<file path="config.mk">
export PLATFORM = sky130hd
export DESIGN_NAME = pbc_mgmt_regs
export DESIGN_NICKNAME = d
export VERILOG_FILES = /design/src/hw/pbc_pkg.sv /design/src/hw/pbc_mgmt_regs.sv
export SDC_FILE = /design/constraint.sdc
export NUM_CORES = 1
export LEC_CHECK = 0
export ABC_AREA = 1
export ABC_CLOCK_PERIOD_IN_PS = 2260
export BUFFER_PORTS_ARGS = -buffer_cell sky130_fd_sc_hd__buf_4
export CELL_PAD_IN_SITES_DETAIL_PLACEMENT = 1
export CELL_PAD_IN_SITES_GLOBAL_PLACEMENT = 1
export CORE_AREA = 3 3 161 163
export DETAILED_ROUTE_END_ITERATION = 16
export DIE_AREA = 0 0 164 166
export GPL_TIMING_DRIVEN = 0
export PLACE_DENSITY = 0.74
export SYNTH_ARGS = -nofsm -noshare
export SYNTH_HDL_FRONTEND = slang
export SYNTH_SLANG_ARGS = --single-unit
</file>
<file path="constraint.sdc">
create_clock -name MCLK -period 2.26 [get_ports MCLK]
set_input_delay 0.113 -clock MCLK [delete_from_list [all_inputs] [get_ports MCLK]]
set_output_delay 0.113 -clock MCLK [all_outputs]
set_load 0.02 [all_outputs]
</file>
<file path="src/hw/pbc_pkg.sv">
package pbc_pkg;

    // ************************************************************
    // Clock and timing
    // ************************************************************
    localparam int unsigned CLK_PERIOD_NS    = 40;
    localparam real         SW_RESET_TIME_MS = 1.2;
    localparam int unsigned SW_RESET_CYCLES  = int'($ceil(SW_RESET_TIME_MS * 1.0e6 / CLK_PERIOD_NS));
    localparam int unsigned RST_CNT_W        = 16;

    // ************************************************************
    // Register offsets
    // ************************************************************
    localparam logic [4:0] ADDR_CONTROL   = 5'h00;
    localparam logic [4:0] ADDR_PARTNER   = 5'h05;
    localparam logic [4:0] ADDR_EXPANSION = 5'h06;
    localparam logic [4:0] ADDR_NP_TX     = 5'h07;
    localparam logic [4:0] ADDR_NP_RX     = 5'h08;
    localparam logic [4:0] ADDR_GIG_CTRL  = 5'h09;
    localparam logic [4:0] ADDR_GIG_STAT  = 5'h0a;
    localparam logic [4:0] ADDR_GIG_EXT   = 5'h0f;
    localparam logic [4:0] ADDR_STRAP     = 5'h10;
    localparam logic [4:0] ADDR_SUPPORT   = 5'h11;

    localparam logic [15:0] GIG_EXT_VALUE = 16'h3000;
    localparam logic [15:0] WORD_ZERO     = 16'h0000;

    // ************************************************************
    // Serial management framing
    // ************************************************************
    localparam logic [5:0] PREAMBLE_BITS = 6'h20;
    localparam logic [5:0] HDR_BITS      = 6'h0d;
    localparam logic [5:0] TA_BITS       = 6'h02;
    localparam logic [5:0] DATA_BITS     = 6'h10;
    localparam logic [1:0] OP_READ       = 2'h2;
    localparam logic [1:0] OP_WRITE      = 2'h1;

    // Link speed codes
    localparam logic [1:0] SPD_10   = 2'h0;
    localparam logic [1:0] SPD_100  = 2'h1;
    localparam logic [1:0] SPD_1000 = 2'h2;

    // ************************************************************
    // Register layouts
    // ************************************************************
    typedef struct packed {
        logic       sw_reset;
        logic       loopback;
        logic       speed_lo;
        logic       negotiation_enable;
        logic       power_down;
        logic       isolate;
        logic       restart;
        logic       duplex;
        logic       coll_test;
        logic       speed_hi;
        logic [5:0] rsvd;
    } pbc_ctl_s;

    typedef struct packed {
        logic        next_page;
        logic        rsvd;
        logic        msg_page;
        logic        ack_two;
        logic        toggle;
        logic [10:0] page_message_field;
    } pbc_np_s;

    typedef struct packed {
        logic [2:0] test_mode;
        logic       ms_manual;
        logic       ms_value;
        logic       port_type;
        logic       adv_fdx;
        logic       adv_hdx;
        logic [7:0] rsvd;
    } pbc_gig_s;

    typedef struct packed {
        logic [4:0] phy_addr;
        logic       nc_mode;
        logic       ms_manual;
        logic       an_ena;
        logic       ms_value;
        logic [1:0] rsvd;
        logic       hdx1000;
        logic       fdx1000;
        logic       fdx100;
        logic [1:0] sel_speed;
    } pbc_strap_s;

    typedef struct packed {
        logic       start_lo;
        logic [1:0] op;
        logic [4:0] phy;
        logic [4:0] reg_addr;
    } pbc_hdr_s;

    // ************************************************************
    // Pin groups
    // ************************************************************
    typedef struct packed {
        logic [7:0] txd;
        logic       tx_en;
        logic       tx_er;
    } pbc_tx_s;

    typedef struct packed {
        logic       tx_clk;
        logic       rx_clk;
        logic [7:0] rxd;
        logic       rx_dv;
        logic       rx_er;
        logic       col;
        logic       crs;
    } pbc_rx_s;

    typedef struct packed {
        logic [15:0] partner_ability;
        logic        parallel_detect_fault;
        logic        partner_pages_capable;
        logic        local_pages_capable;
        logic        page_received;
        logic        partner_negotiation_capable;
        logic [15:0] gigabit_status;
        logic [1:0]  res_speed;
        logic        res_link;
        logic        res_duplex;
        logic        np_rx_valid;
        pbc_np_s     np_rx;
        logic        an_initiated;
    } pbc_neg_s;

    typedef struct packed {
        logic       an_enable;
        logic [1:0] speed;
        logic       full_duplex;
        logic       power_down;
        logic       loopback;
        logic       isolate;
        logic       coll_test;
    } pbc_cfg_s;

    typedef enum logic [1:0] {MD_PRE, MD_HDR, MD_TA, MD_DATA} pbc_md_e;

endpackage

</file>
<file path="src/hw/pbc_mgmt_regs.sv">
`timescale 1ns/100ps
// Overview of operation
// - Reset bit restores defaults, reads one meanwhile
// - Reset ends when negotiation or forced mode starts
// - Loopback routes transmit path into receive path
// - Forced speed from bits six and thirteen
// - Speed bit default from strap when negotiation off
// - Negotiation enable overrides forced speed and duplex
// - Power down keeps only management alive
// - Isolate ignores transmit inputs, management still works
// - Isolate floats all MAC facing outputs
// - Restart write ignored while negotiation disabled
// - Restart reads one until negotiation initiated
// - Writing zero to restart changes nothing
// - Next page transmit register layout
// - Next page receive register, resets to zero
// - Extended status reports gigabit twisted pair only
// - Duplex bit applies only when negotiation off
// - Collision test echoes transmit enable on collision
// - Reserved control bits ignore writes, read zero
module pbc_mgmt_regs
    import pbc_pkg::*;
#(
    parameter int unsigned SW_RESET_CYC = SW_RESET_CYCLES
) (
    input  wire logic       MCLK,
    input  wire logic       RST_N,
    input  wire logic       MDC,
    input  wire logic       MDIO_I,
    output logic            MDIO_O,
    output logic            MDIO_OE,
    input  wire pbc_strap_s STRAPS,
    input  wire pbc_tx_s    MAC_TX,
    output pbc_rx_s         MAC_RX,
    output logic            MAC_RX_OE,
    input  wire pbc_rx_s    LINE_RX,
    output pbc_tx_s         LINE_TX,
    input  wire pbc_neg_s   NEG,
    output logic            AN_START,
    output pbc_cfg_s        LINK_CFG
);

    localparam logic [RST_CNT_W-1:0] RST_LOAD = RST_CNT_W'(SW_RESET_CYC - 1);

    typedef struct packed {
        pbc_ctl_s             ctl;
        pbc_np_s              np_tx;
        pbc_np_s              np_rx;
        pbc_gig_s             gig;
        pbc_strap_s           strap;
        pbc_strap_s           pins;
        logic                 straps_taken;
        logic [RST_CNT_W-1:0] rst_cnt;
        logic                 an_start;
        pbc_rx_s              mac_rx;
        pbc_tx_s              line_tx;
        logic                 mac_oe;
        pbc_md_e              md;
        logic [5:0]           md_cnt;
        pbc_hdr_s             md_hdr;
        logic [16:0]          md_sh;
        logic                 mdio_o;
        logic                 mdio_oe;
        logic                 mdc_q;
    } pbc_state_s;

    pbc_state_s q;
    pbc_state_s next_q;

    // ************************************************************
    // Defaults
    // ************************************************************
    function automatic pbc_ctl_s ctl_default(input pbc_strap_s s);
        pbc_ctl_s c;
        c = '0;
        c.negotiation_enable = s.an_ena;
        // Forced defaults come from straps only when negotiation is strapped off
        c.speed_lo = s.an_ena ? 1'b1 : s.sel_speed[0];
        c.speed_hi = s.an_ena ? 1'b0 : s.sel_speed[1];
        c.duplex   = s.an_ena ? 1'b1 : s.fdx100;
        return c;
    endfunction

    function automatic pbc_gig_s gig_default(input pbc_strap_s s);
        pbc_gig_s g;
        g = '0;
        g.ms_manual = s.ms_manual;
        g.ms_value  = s.ms_value;
        g.adv_fdx   = s.fdx1000;
        g.adv_hdx   = s.hdx1000;
        return g;
    endfunction

    function automatic logic [1:0] forced_speed(input pbc_ctl_s c);
        logic [1:0] sel;
        sel = {c.speed_hi, c.speed_lo};
        case (sel)
            SPD_1000: forced_speed = SPD_1000;
            SPD_100:  forced_speed = SPD_100;
            default:  forced_speed = SPD_10;
        endcase
    endfunction

    // ************************************************************
    // Read multiplexer
    // ************************************************************
    function automatic logic [15:0] rd_word(input logic [4:0] a, input pbc_state_s s, input pbc_neg_s g);
        pbc_ctl_s c;
        c = s.ctl;
        c.rsvd = '0;
        case (a)
            ADDR_CONTROL:   rd_word = c;
            ADDR_PARTNER:   rd_word = g.partner_ability;
            ADDR_EXPANSION: rd_word = {11'h000, g.parallel_detect_fault, g.partner_pages_capable,
                                       g.local_pages_capable, g.page_received, g.partner_negotiation_capable};
            ADDR_NP_TX:     rd_word = s.np_tx;
            ADDR_NP_RX:     rd_word = s.np_rx;
            ADDR_GIG_CTRL:  rd_word = s.gig;
            ADDR_GIG_STAT:  rd_word = g.gigabit_status;
            ADDR_GIG_EXT:   rd_word = GIG_EXT_VALUE;
            ADDR_STRAP:     rd_word = s.strap;
            ADDR_SUPPORT:   rd_word = {11'h000, g.res_speed, g.res_link, g.res_duplex, 1'b0};
            default:        rd_word = WORD_ZERO;
        endcase
    endfunction

    // ************************************************************
    // Next state
    // ************************************************************
    always_comb begin
        logic        rise;
        logic        fall;
        logic        wr_en;
        logic [15:0] wdata;
        logic        rs_keep;
        pbc_hdr_s    nh;
        pbc_ctl_s    w;
        pbc_tx_s     tx_eff;
        rise    = 1'b0;
        fall    = 1'b0;
        wr_en   = 1'b0;
        wdata   = '0;
        rs_keep = 1'b0;
        nh      = '0;
        w       = '0;
        tx_eff  = '0;
        next_q  = q;
        next_q.an_start = 1'b0;
        next_q.mdc_q    = MDC;
        rise = MDC & ~q.mdc_q;
        fall = ~MDC & q.mdc_q;

        // Straps are caught once, on the first edge after reset release
        if (!q.straps_taken) begin
            next_q.straps_taken = 1'b1;
            next_q.pins         = STRAPS;
            next_q.strap        = STRAPS;
            next_q.ctl          = ctl_default(STRAPS);
            next_q.gig          = gig_default(STRAPS);
        end

        // Serial management frame: management stays alive in power down and isolate
        if (rise) begin
            case (q.md)
                MD_PRE: begin
                    if (MDIO_I) begin
                        if (q.md_cnt != PREAMBLE_BITS) begin
                            next_q.md_cnt = q.md_cnt + 6'h01;
                        end
                    end else if (q.md_cnt == PREAMBLE_BITS) begin
                        next_q.md     = MD_HDR;
                        next_q.md_cnt = '0;
                    end else begin
                        next_q.md_cnt = '0;
                    end
                end
                MD_HDR: begin
                    nh = pbc_hdr_s'({q.md_hdr[HDR_BITS-2:0], MDIO_I});
                    next_q.md_hdr = nh;
                    next_q.md_cnt = q.md_cnt + 6'h01;
                    if (q.md_cnt == HDR_BITS - 6'h01) begin
                        next_q.md_cnt = '0;
                        if (nh.start_lo && nh.phy == q.strap.phy_addr && (nh.op == OP_READ || nh.op == OP_WRITE)) begin
                            next_q.md    = MD_TA;
                            next_q.md_sh = {1'b0, rd_word(nh.reg_addr, q, NEG)};
                        end else begin
                            next_q.md = MD_PRE;
                        end
                    end
                end
                MD_TA: begin
                    next_q.md_cnt = q.md_cnt + 6'h01;
                    if (q.md_cnt == TA_BITS - 6'h01) begin
                        next_q.md     = MD_DATA;
                        next_q.md_cnt = '0;
                    end
                end
                MD_DATA: begin
                    next_q.md_cnt = q.md_cnt + 6'h01;
                    if (q.md_hdr.op == OP_WRITE) begin
                        next_q.md_sh = {q.md_sh[15:0], MDIO_I};
                    end
                    if (q.md_cnt == DATA_BITS - 6'h01) begin
                        next_q.md     = MD_PRE;
                        next_q.md_cnt = '0;
                        wr_en         = (q.md_hdr.op == OP_WRITE);
                        wdata         = {q.md_sh[14:0], MDIO_I};
                    end
                end
                default: begin
                    next_q.md     = MD_PRE;
                    next_q.md_cnt = '0;
                end
            endcase
        end

        // Read data changes after the falling edge so it is stable at the next rising one
        if (fall) begin
            // Only a read frame hands the line to the device; a write keeps the manager driving
            if (q.md_hdr.op == OP_READ && ((q.md == MD_TA && q.md_cnt == TA_BITS - 6'h01) || q.md == MD_DATA)) begin
                next_q.mdio_oe = 1'b1;
                next_q.mdio_o  = q.md_sh[16];
                next_q.md_sh   = {q.md_sh[15:0], 1'b0};
            end else begin
                next_q.mdio_oe = 1'b0;
                next_q.mdio_o  = 1'b0;
            end
        end

        // ************************************************************
        // Negotiation handshakes
        // ************************************************************
        if (NEG.an_initiated) begin
            next_q.ctl.restart = 1'b0;
        end
        if (NEG.np_rx_valid) begin
            next_q.np_rx = NEG.np_rx;
        end

        if (q.ctl.sw_reset) begin
            if (q.rst_cnt == '0) begin
                // Finishing means negotiation is kicked off, or forced mode entered
                next_q.ctl.sw_reset = 1'b0;
                next_q.an_start     = q.ctl.negotiation_enable;
            end else begin
                next_q.rst_cnt = q.rst_cnt - RST_CNT_W'(1);
            end
        end

        // ************************************************************
        // Register writes
        // ************************************************************
        if (wr_en) begin
            case (q.md_hdr.reg_addr)
                ADDR_CONTROL: begin
                    w = pbc_ctl_s'(wdata);
                    if (w.sw_reset) begin
                        next_q.ctl          = ctl_default(q.pins);
                        next_q.ctl.sw_reset = 1'b1;
                        next_q.np_tx        = '0;
                        next_q.np_rx        = '0;
                        next_q.gig          = gig_default(q.pins);
                        next_q.strap        = q.pins;
                        next_q.rst_cnt      = RST_LOAD;
                    end else begin
                        rs_keep             = next_q.ctl.restart;
                        next_q.ctl          = w;
                        next_q.ctl.rsvd     = '0;
                        next_q.ctl.sw_reset = q.ctl.sw_reset;
                        // A zero written to restart never cancels a pending one; set beats clear
                        next_q.ctl.restart  = rs_keep | (w.restart & w.negotiation_enable);
                        if (w.restart && w.negotiation_enable) begin
                            next_q.an_start = 1'b1;
                        end
                    end
                end
                ADDR_NP_TX: begin
                    next_q.np_tx      = pbc_np_s'(wdata);
                    next_q.np_tx.rsvd = 1'b0;
                end
                ADDR_GIG_CTRL: begin
                    next_q.gig      = pbc_gig_s'(wdata);
                    next_q.gig.rsvd = '0;
                end
                ADDR_STRAP: begin
                    next_q.strap      = pbc_strap_s'(wdata);
                    next_q.strap.rsvd = '0;
                end
                default: begin
                end
            endcase
        end

        // ************************************************************
        // MAC datapath
        // ************************************************************
        tx_eff         = q.ctl.isolate ? pbc_tx_s'('0) : MAC_TX;
        next_q.line_tx = '0;
        next_q.mac_rx  = '0;
        next_q.mac_oe  = ~q.ctl.isolate;
        if (!q.ctl.power_down) begin
            if (q.ctl.loopback) begin
                // Nothing goes to the line during loopback
                next_q.mac_rx.tx_clk = LINE_RX.tx_clk;
                next_q.mac_rx.rx_clk = LINE_RX.tx_clk;
                next_q.mac_rx.rxd    = tx_eff.txd;
                next_q.mac_rx.rx_dv  = tx_eff.tx_en;
                next_q.mac_rx.rx_er  = tx_eff.tx_er;
                next_q.mac_rx.crs    = tx_eff.tx_en;
            end else begin
                next_q.mac_rx  = LINE_RX;
                next_q.line_tx = tx_eff;
            end
            if (q.ctl.coll_test) begin
                // One clock is far inside the 512 bit time limit at every speed
                next_q.mac_rx.col = tx_eff.tx_en;
            end
        end
    end

    always_ff @(posedge MCLK or negedge RST_N) begin
        if (!RST_N) begin
            q <= '0;
        end else begin
            q <= next_q;
        end
    end

    // ************************************************************
    // Outputs
    // ************************************************************
    assign MDIO_O    = q.mdio_o;
    assign MDIO_OE   = q.mdio_oe;
    assign MAC_RX    = q.mac_rx;
    assign MAC_RX_OE = q.mac_oe;
    assign LINE_TX   = q.line_tx;
    assign AN_START  = q.an_start;

    always_comb begin
        LINK_CFG             = '0;
        LINK_CFG.an_enable   = q.ctl.negotiation_enable;
        LINK_CFG.speed       = q.ctl.negotiation_enable ? NEG.res_speed : forced_speed(q.ctl);
        LINK_CFG.full_duplex = q.ctl.negotiation_enable ? NEG.res_duplex : q.ctl.duplex;
        LINK_CFG.power_down  = q.ctl.power_down;
        LINK_CFG.loopback    = q.ctl.loopback;
        LINK_CFG.isolate     = q.ctl.isolate;
        LINK_CFG.coll_test   = q.ctl.coll_test;
    end

    // ************************************************************
    // Assertions
    // ************************************************************
    // Helper decode for the write assertions only
    logic     wr_ctl_any;
    pbc_ctl_s wdata_ctl;
    assign wr_ctl_any = (MDC & ~q.mdc_q) && q.md == MD_DATA && q.md_cnt == DATA_BITS - 6'h01
                        && q.md_hdr.op == OP_WRITE && q.md_hdr.reg_addr == ADDR_CONTROL;
    assign wdata_ctl  = pbc_ctl_s'({q.md_sh[14:0], MDIO_I});
    AST_RESET_HOLDS: assert property (@(posedge MCLK) disable iff (!RST_N)
        $rose(q.ctl.sw_reset) |-> q.ctl.sw_reset[*8])
        else $error("Software reset bit dropped too early");
    AST_RESET_ENDS: assert property (@(posedge MCLK) disable iff (!RST_N)
        (q.ctl.sw_reset && q.rst_cnt == '0 && !wr_ctl_any) |=> !q.ctl.sw_reset && (AN_START == q.ctl.negotiation_enable))
        else $error("Software reset did not finish into negotiation or forced mode");
    AST_LOOPBACK: assert property (@(posedge MCLK) disable iff (!RST_N)
        (q.ctl.loopback && !q.ctl.power_down && !q.ctl.isolate) |=>
            (MAC_RX.rxd == $past(MAC_TX.txd) && MAC_RX.rx_dv == $past(MAC_TX.tx_en) && LINE_TX == '0))
        else $error("Loopback data mismatch");
    AST_FORCED_SPEED: assert property (@(posedge MCLK) disable iff (!RST_N)
        (!q.ctl.negotiation_enable && q.ctl.speed_hi && !q.ctl.speed_lo) |-> LINK_CFG.speed == SPD_1000)
        else $error("Forced gigabit speed not applied");
    AST_AN_OVERRIDES: assert property (@(posedge MCLK) disable iff (!RST_N)
        q.ctl.negotiation_enable |-> (LINK_CFG.speed == NEG.res_speed && LINK_CFG.full_duplex == NEG.res_duplex))
        else $error("Forced bits leaked while negotiating");
    AST_POWER_DOWN: assert property (@(posedge MCLK) disable iff (!RST_N)
        q.ctl.power_down |=> (LINE_TX == '0 && MAC_RX == '0))
        else $error("Datapath active in power down");
    AST_ISOLATE: assert property (@(posedge MCLK) disable iff (!RST_N)
        q.ctl.isolate |=> (!MAC_RX_OE && LINE_TX == '0))
        else $error("Isolated port still drives");
    AST_RESTART_IGNORED: assert property (@(posedge MCLK) disable iff (!RST_N)
        (wr_ctl_any && !wdata_ctl.negotiation_enable && !q.ctl.restart) |=> (!q.ctl.restart && !AN_START))
        else $error("Restart honoured while negotiation disabled");
    // A software reset legitimately returns a pending restart to its default
    AST_RESTART_HOLDS: assert property (@(posedge MCLK) disable iff (!RST_N)
        (q.ctl.restart && !NEG.an_initiated && !q.ctl.sw_reset && !(wr_ctl_any && wdata_ctl.sw_reset))
            |=> q.ctl.restart)
        else $error("Restart bit cleared before negotiation initiated");
    AST_COLL_TEST: assert property (@(posedge MCLK) disable iff (!RST_N)
        (q.ctl.coll_test && !q.ctl.power_down && !q.ctl.isolate && MAC_TX.tx_en) |=> MAC_RX.col)
        else $error("Collision test did not echo transmit enable");

endmodule

</file>
==> results.py <==
metrics = {
    "final_layout": {
        "finalCoreUtilization": 0.523,
        "final_common_cell": "nand2_1",
        "final_cell_mix": "nand2_1, buf_4, dfrtp_1",
        "n_antenna_cell": 0,
        "nets": 1650,
        "finalInstanceArea_um2": 12800,
        "drive_gt1_frac": 0.195,
        "syn_to_final_growth_pct": 30.4,
    },
    "route": {
        "ant_nets": 0,
        "viasPerCell": 5.43,
        "post-route-drc-count": 0,
        "drt_pre_antenna_iters": 6,
        "wl_mm": 39.2,
        "dr.first_iter.drc_count": 870,
        "vias": 10200,
        "wire_per_inst_um": 20.9,
    },
    "floorplan": {
        "die_y_um": 166,
        "start_util": 0.401,
        "die_area_um2": 27200,
        "die_w_um": 164,
        "rows": 57,
        "ioPinCount": 139,
        "fp.coreArea_um2": 24500,
    },
    "outcome": {
        "status": "complete, no violations",
    },
    "synth": {
        "synth_top_area_frac": 0.439,
        "synth_edf_count": 0,
        "yosys_warnings": 0,
        "yosys_register_bits": 172,
        "synth_nets": 1419,
        "synthArstFlopShare": 1.00,
        "synth.area.top_cells": "dfrtp_1, nand2_1, o21ai_0",
        "ys_seq_area_frac": 0.439,
        "syn-mean-instance-area_um2": 7.48,
        "syn_area_um2": 9800,
        "netlist_instances": 1311,
        "synth_cell_types": 55,
        "yosysTopAreaCell": "dfrtp_1",
        "yosys_most_used_dff": "dfrtp_1",
    },
    "critical_path": {
        "r2r-end": "q[158]",
        "crit_arrival_ns": 2.50,
        "cp_num_buf_inv": 3,
        "r2r-start": "q[33]",
        "max_stage_delay_ns": 0.43,
        "crit_path_frequent_cell": "inv_1",
        "crit_type": "flip-flop to flip-flop",
        "critPathRequiredTime_ns": 2.56,
        "critPathTopFamily": "simple AND/OR/NAND/NOR gates",
        "path_cells": "ha_2 -> inv_1 -> nor2_4 -> nand2_4 -> inv_1 -> nand4_1 -> nor3_4 -> inv_4 -> nand2_1 -> o21ai_0",
        "start_kind": "flip-flop",
        "reg2reg_slack_ns": 0.07,
        "end_kind": "flip-flop",
        "path_max_fanout": 9,
        "cpMaxStageDelayCell": "nor3_4",
        "reg2reg_depth": 10,
    },
    "sta": {
        "tns_ns": 0,
        "fin_ws_ns": 0.0675,
        "fin_crit_ns": 2.19,
        "finalHoldViolCount": 0,
        "rsz0062_at_grt": "true",
        "slew_viol_final": 0,
        "finalClockSkew_ns": 0.0171,
        "max_freq_ghz": 0.456,
        "timing.final.crit_share": 0.970,
        "setup_viol": 0,
        "max_slew.worst_pin.slew_ns": 0.682,
        "relSlewSlack": 0.545,
    },
    "power_and_ir_drop": {
        "power_uw": 10800,
        "vdd_drop_max_mv": 0.422,
        "power_density_nw_per_um2": 847,
        "p_leak_uw": 0.00635,
    },
    "grt": {
        "antenna_found_initial": 1,
        "grt_max_degree": 117,
        "grt_usage": 0.287,
        "overflow": 0,
        "grt_first_pass_wirelength_mm": 60.3,
        "grt_pass1_vias": 10292,
    },
    "worst_hold_path": {
        "worstHoldEndpoint": "q[139]",
        "min_from": "NEG[8]",
        "hold_depth": 4,
        "hold_path_class": "input port to flip-flop",
    },
    "clocking": {
        "cts_root_buf": "clkbuf_16",
        "cts.clk_slew.worst_paths_ns": 0.07,
        "cts_tree": "yes",
        "cts_max_path_buffers": 2,
        "clock_sinks": 172,
        "htreeDepth": 4,
        "clk_latency_ns": 0.44,
        "cts_inserted_buffers": 17,
    },
    "placement": {
        "dp_slack_ns": -0.191,
        "place_area_um2": 11300,
        "port_buffers": 136,
        "dp_hpwl_mm": 28.6,
        "place.gp.congestion": 0.921,
    },
    "job": {
        "max-cap-violations": 0,
    },
}
==> how the worst max path moves through the flow <==
stage                      from      to  slack [ns]  cells after the start
final                     q[33]  q[158]        0.07                     10
after global routing      q[23]    q[9]       -0.06                     13
after CTS                 q[23]   q[15]       0.004                     12
after detailed placement  q[33]  q[130]       -0.19                     12
after global placement     q[0]    q[6]       -0.11                      7
after floorplan           q[33]  q[153]        0.35                     12
==> logic make-up after synthesis <==
group	count (synthesis)	synth area share
compound gates	259	0.154
xor+xnor	6	0.00536
fa+ha+maj	5	0.00638
buf+inv	230	0.107
flops	172	0.439
mux	6	0.00689
other cells	1	0.000382
simple gates	632	0.281
==> Yosys cell counts (4+ instances only) <==
| cell type | number |
|---|---|
| a211oi_1 | 6 |
| a21oi_1 | 55 |
| a221oi_1 | 7 |
| a22o_1 | 5 |
| a22oi_1 | 5 |
| buf_2 | 17 |
| buf_4 | 31 |
| buf_6 | 4 |
| clkbuf_1 | 20 |
| dfrtp_1 | 172 |
| ha_1 | 5 |
| inv_1 | 144 |
| inv_2 | 5 |
| mux2_2 | 6 |
| nand2_1 | 340 |
| nand2_2 | 5 |
| nand3_1 | 83 |
| nand4_1 | 31 |
| nor2_1 | 140 |
| nor2_2 | 6 |
| nor2_4 | 4 |
| nor3_1 | 8 |
| o21ai_0 | 131 |
| o221ai_1 | 4 |
| o22ai_1 | 20 |
| o31ai_1 | 5 |
==> per-layer routing <==
| metal | part of all wire | vias to the layer above | track usage |
|---|---|---|---|
| met5 | 0.00036 | - | 0 |
| met4 | 0.028 | 2 | 0.0901 |
| met3 | 0.066 | 75 | 0.0484 |
| met2 | 0.46 | 376 | 0.454 |
| met1 | 0.45 | 5014 | 0.403 |
| li1 | - | 4733 | - |
==> layout make-up <==
class	count	area, um2
Timing Repair Buffer	212	1810
Fill cell	3059	11700
Clock inverter	14	199
Buffer	75	493
Multi-Input combinational cell	909	4550
Inverter	155	594
Clock buffer	18	429
Tap cell	324	405
Sequential cell	172	4310
==> power by group <==
group          switching (uW)  internal (uW)  leakage [uW]
combinational            2440           1190       0.00397
clock                    1440           1790      0.000301
sequential                488           3480       0.00208
==> registers in the layout, summed over array words and instances (netlist names) <==
register   cells
MAC_RX        14
AN_START       1
MDIO_OE        1
LINK_CFG       5
LINE_TX       10
q            139
MAC_RX_OE      1
MDIO_O         1
==> tightest hold or removal path, cell delays in order <==
cell and delay, ns:
buf_4 0.08, mux2_2 0.13, nand2_1 0.05, inv_1 0.04
==> metrics by stage <==
stage / std cells / hold WS (ns)
floorplan: 1311 / -0.183
global placement: 1771 / 0.262
detailed placement: 1772 / 0.0744
CTS: 1873 / 0.000500
global route: 1879 / 0.0269
finish: 1879 / 0.00684
==> repair_timing <==
item,in CTS,in global routing
buffers inserted,6,5
cloned,0,1
pin swaps,4,5
hold endpoints to repair,110,0
setup endpoints to repair,69,61
hold buffers,63,0
resized for setup,7,52
Note: power is estimated with default switching activity, not from simulation.
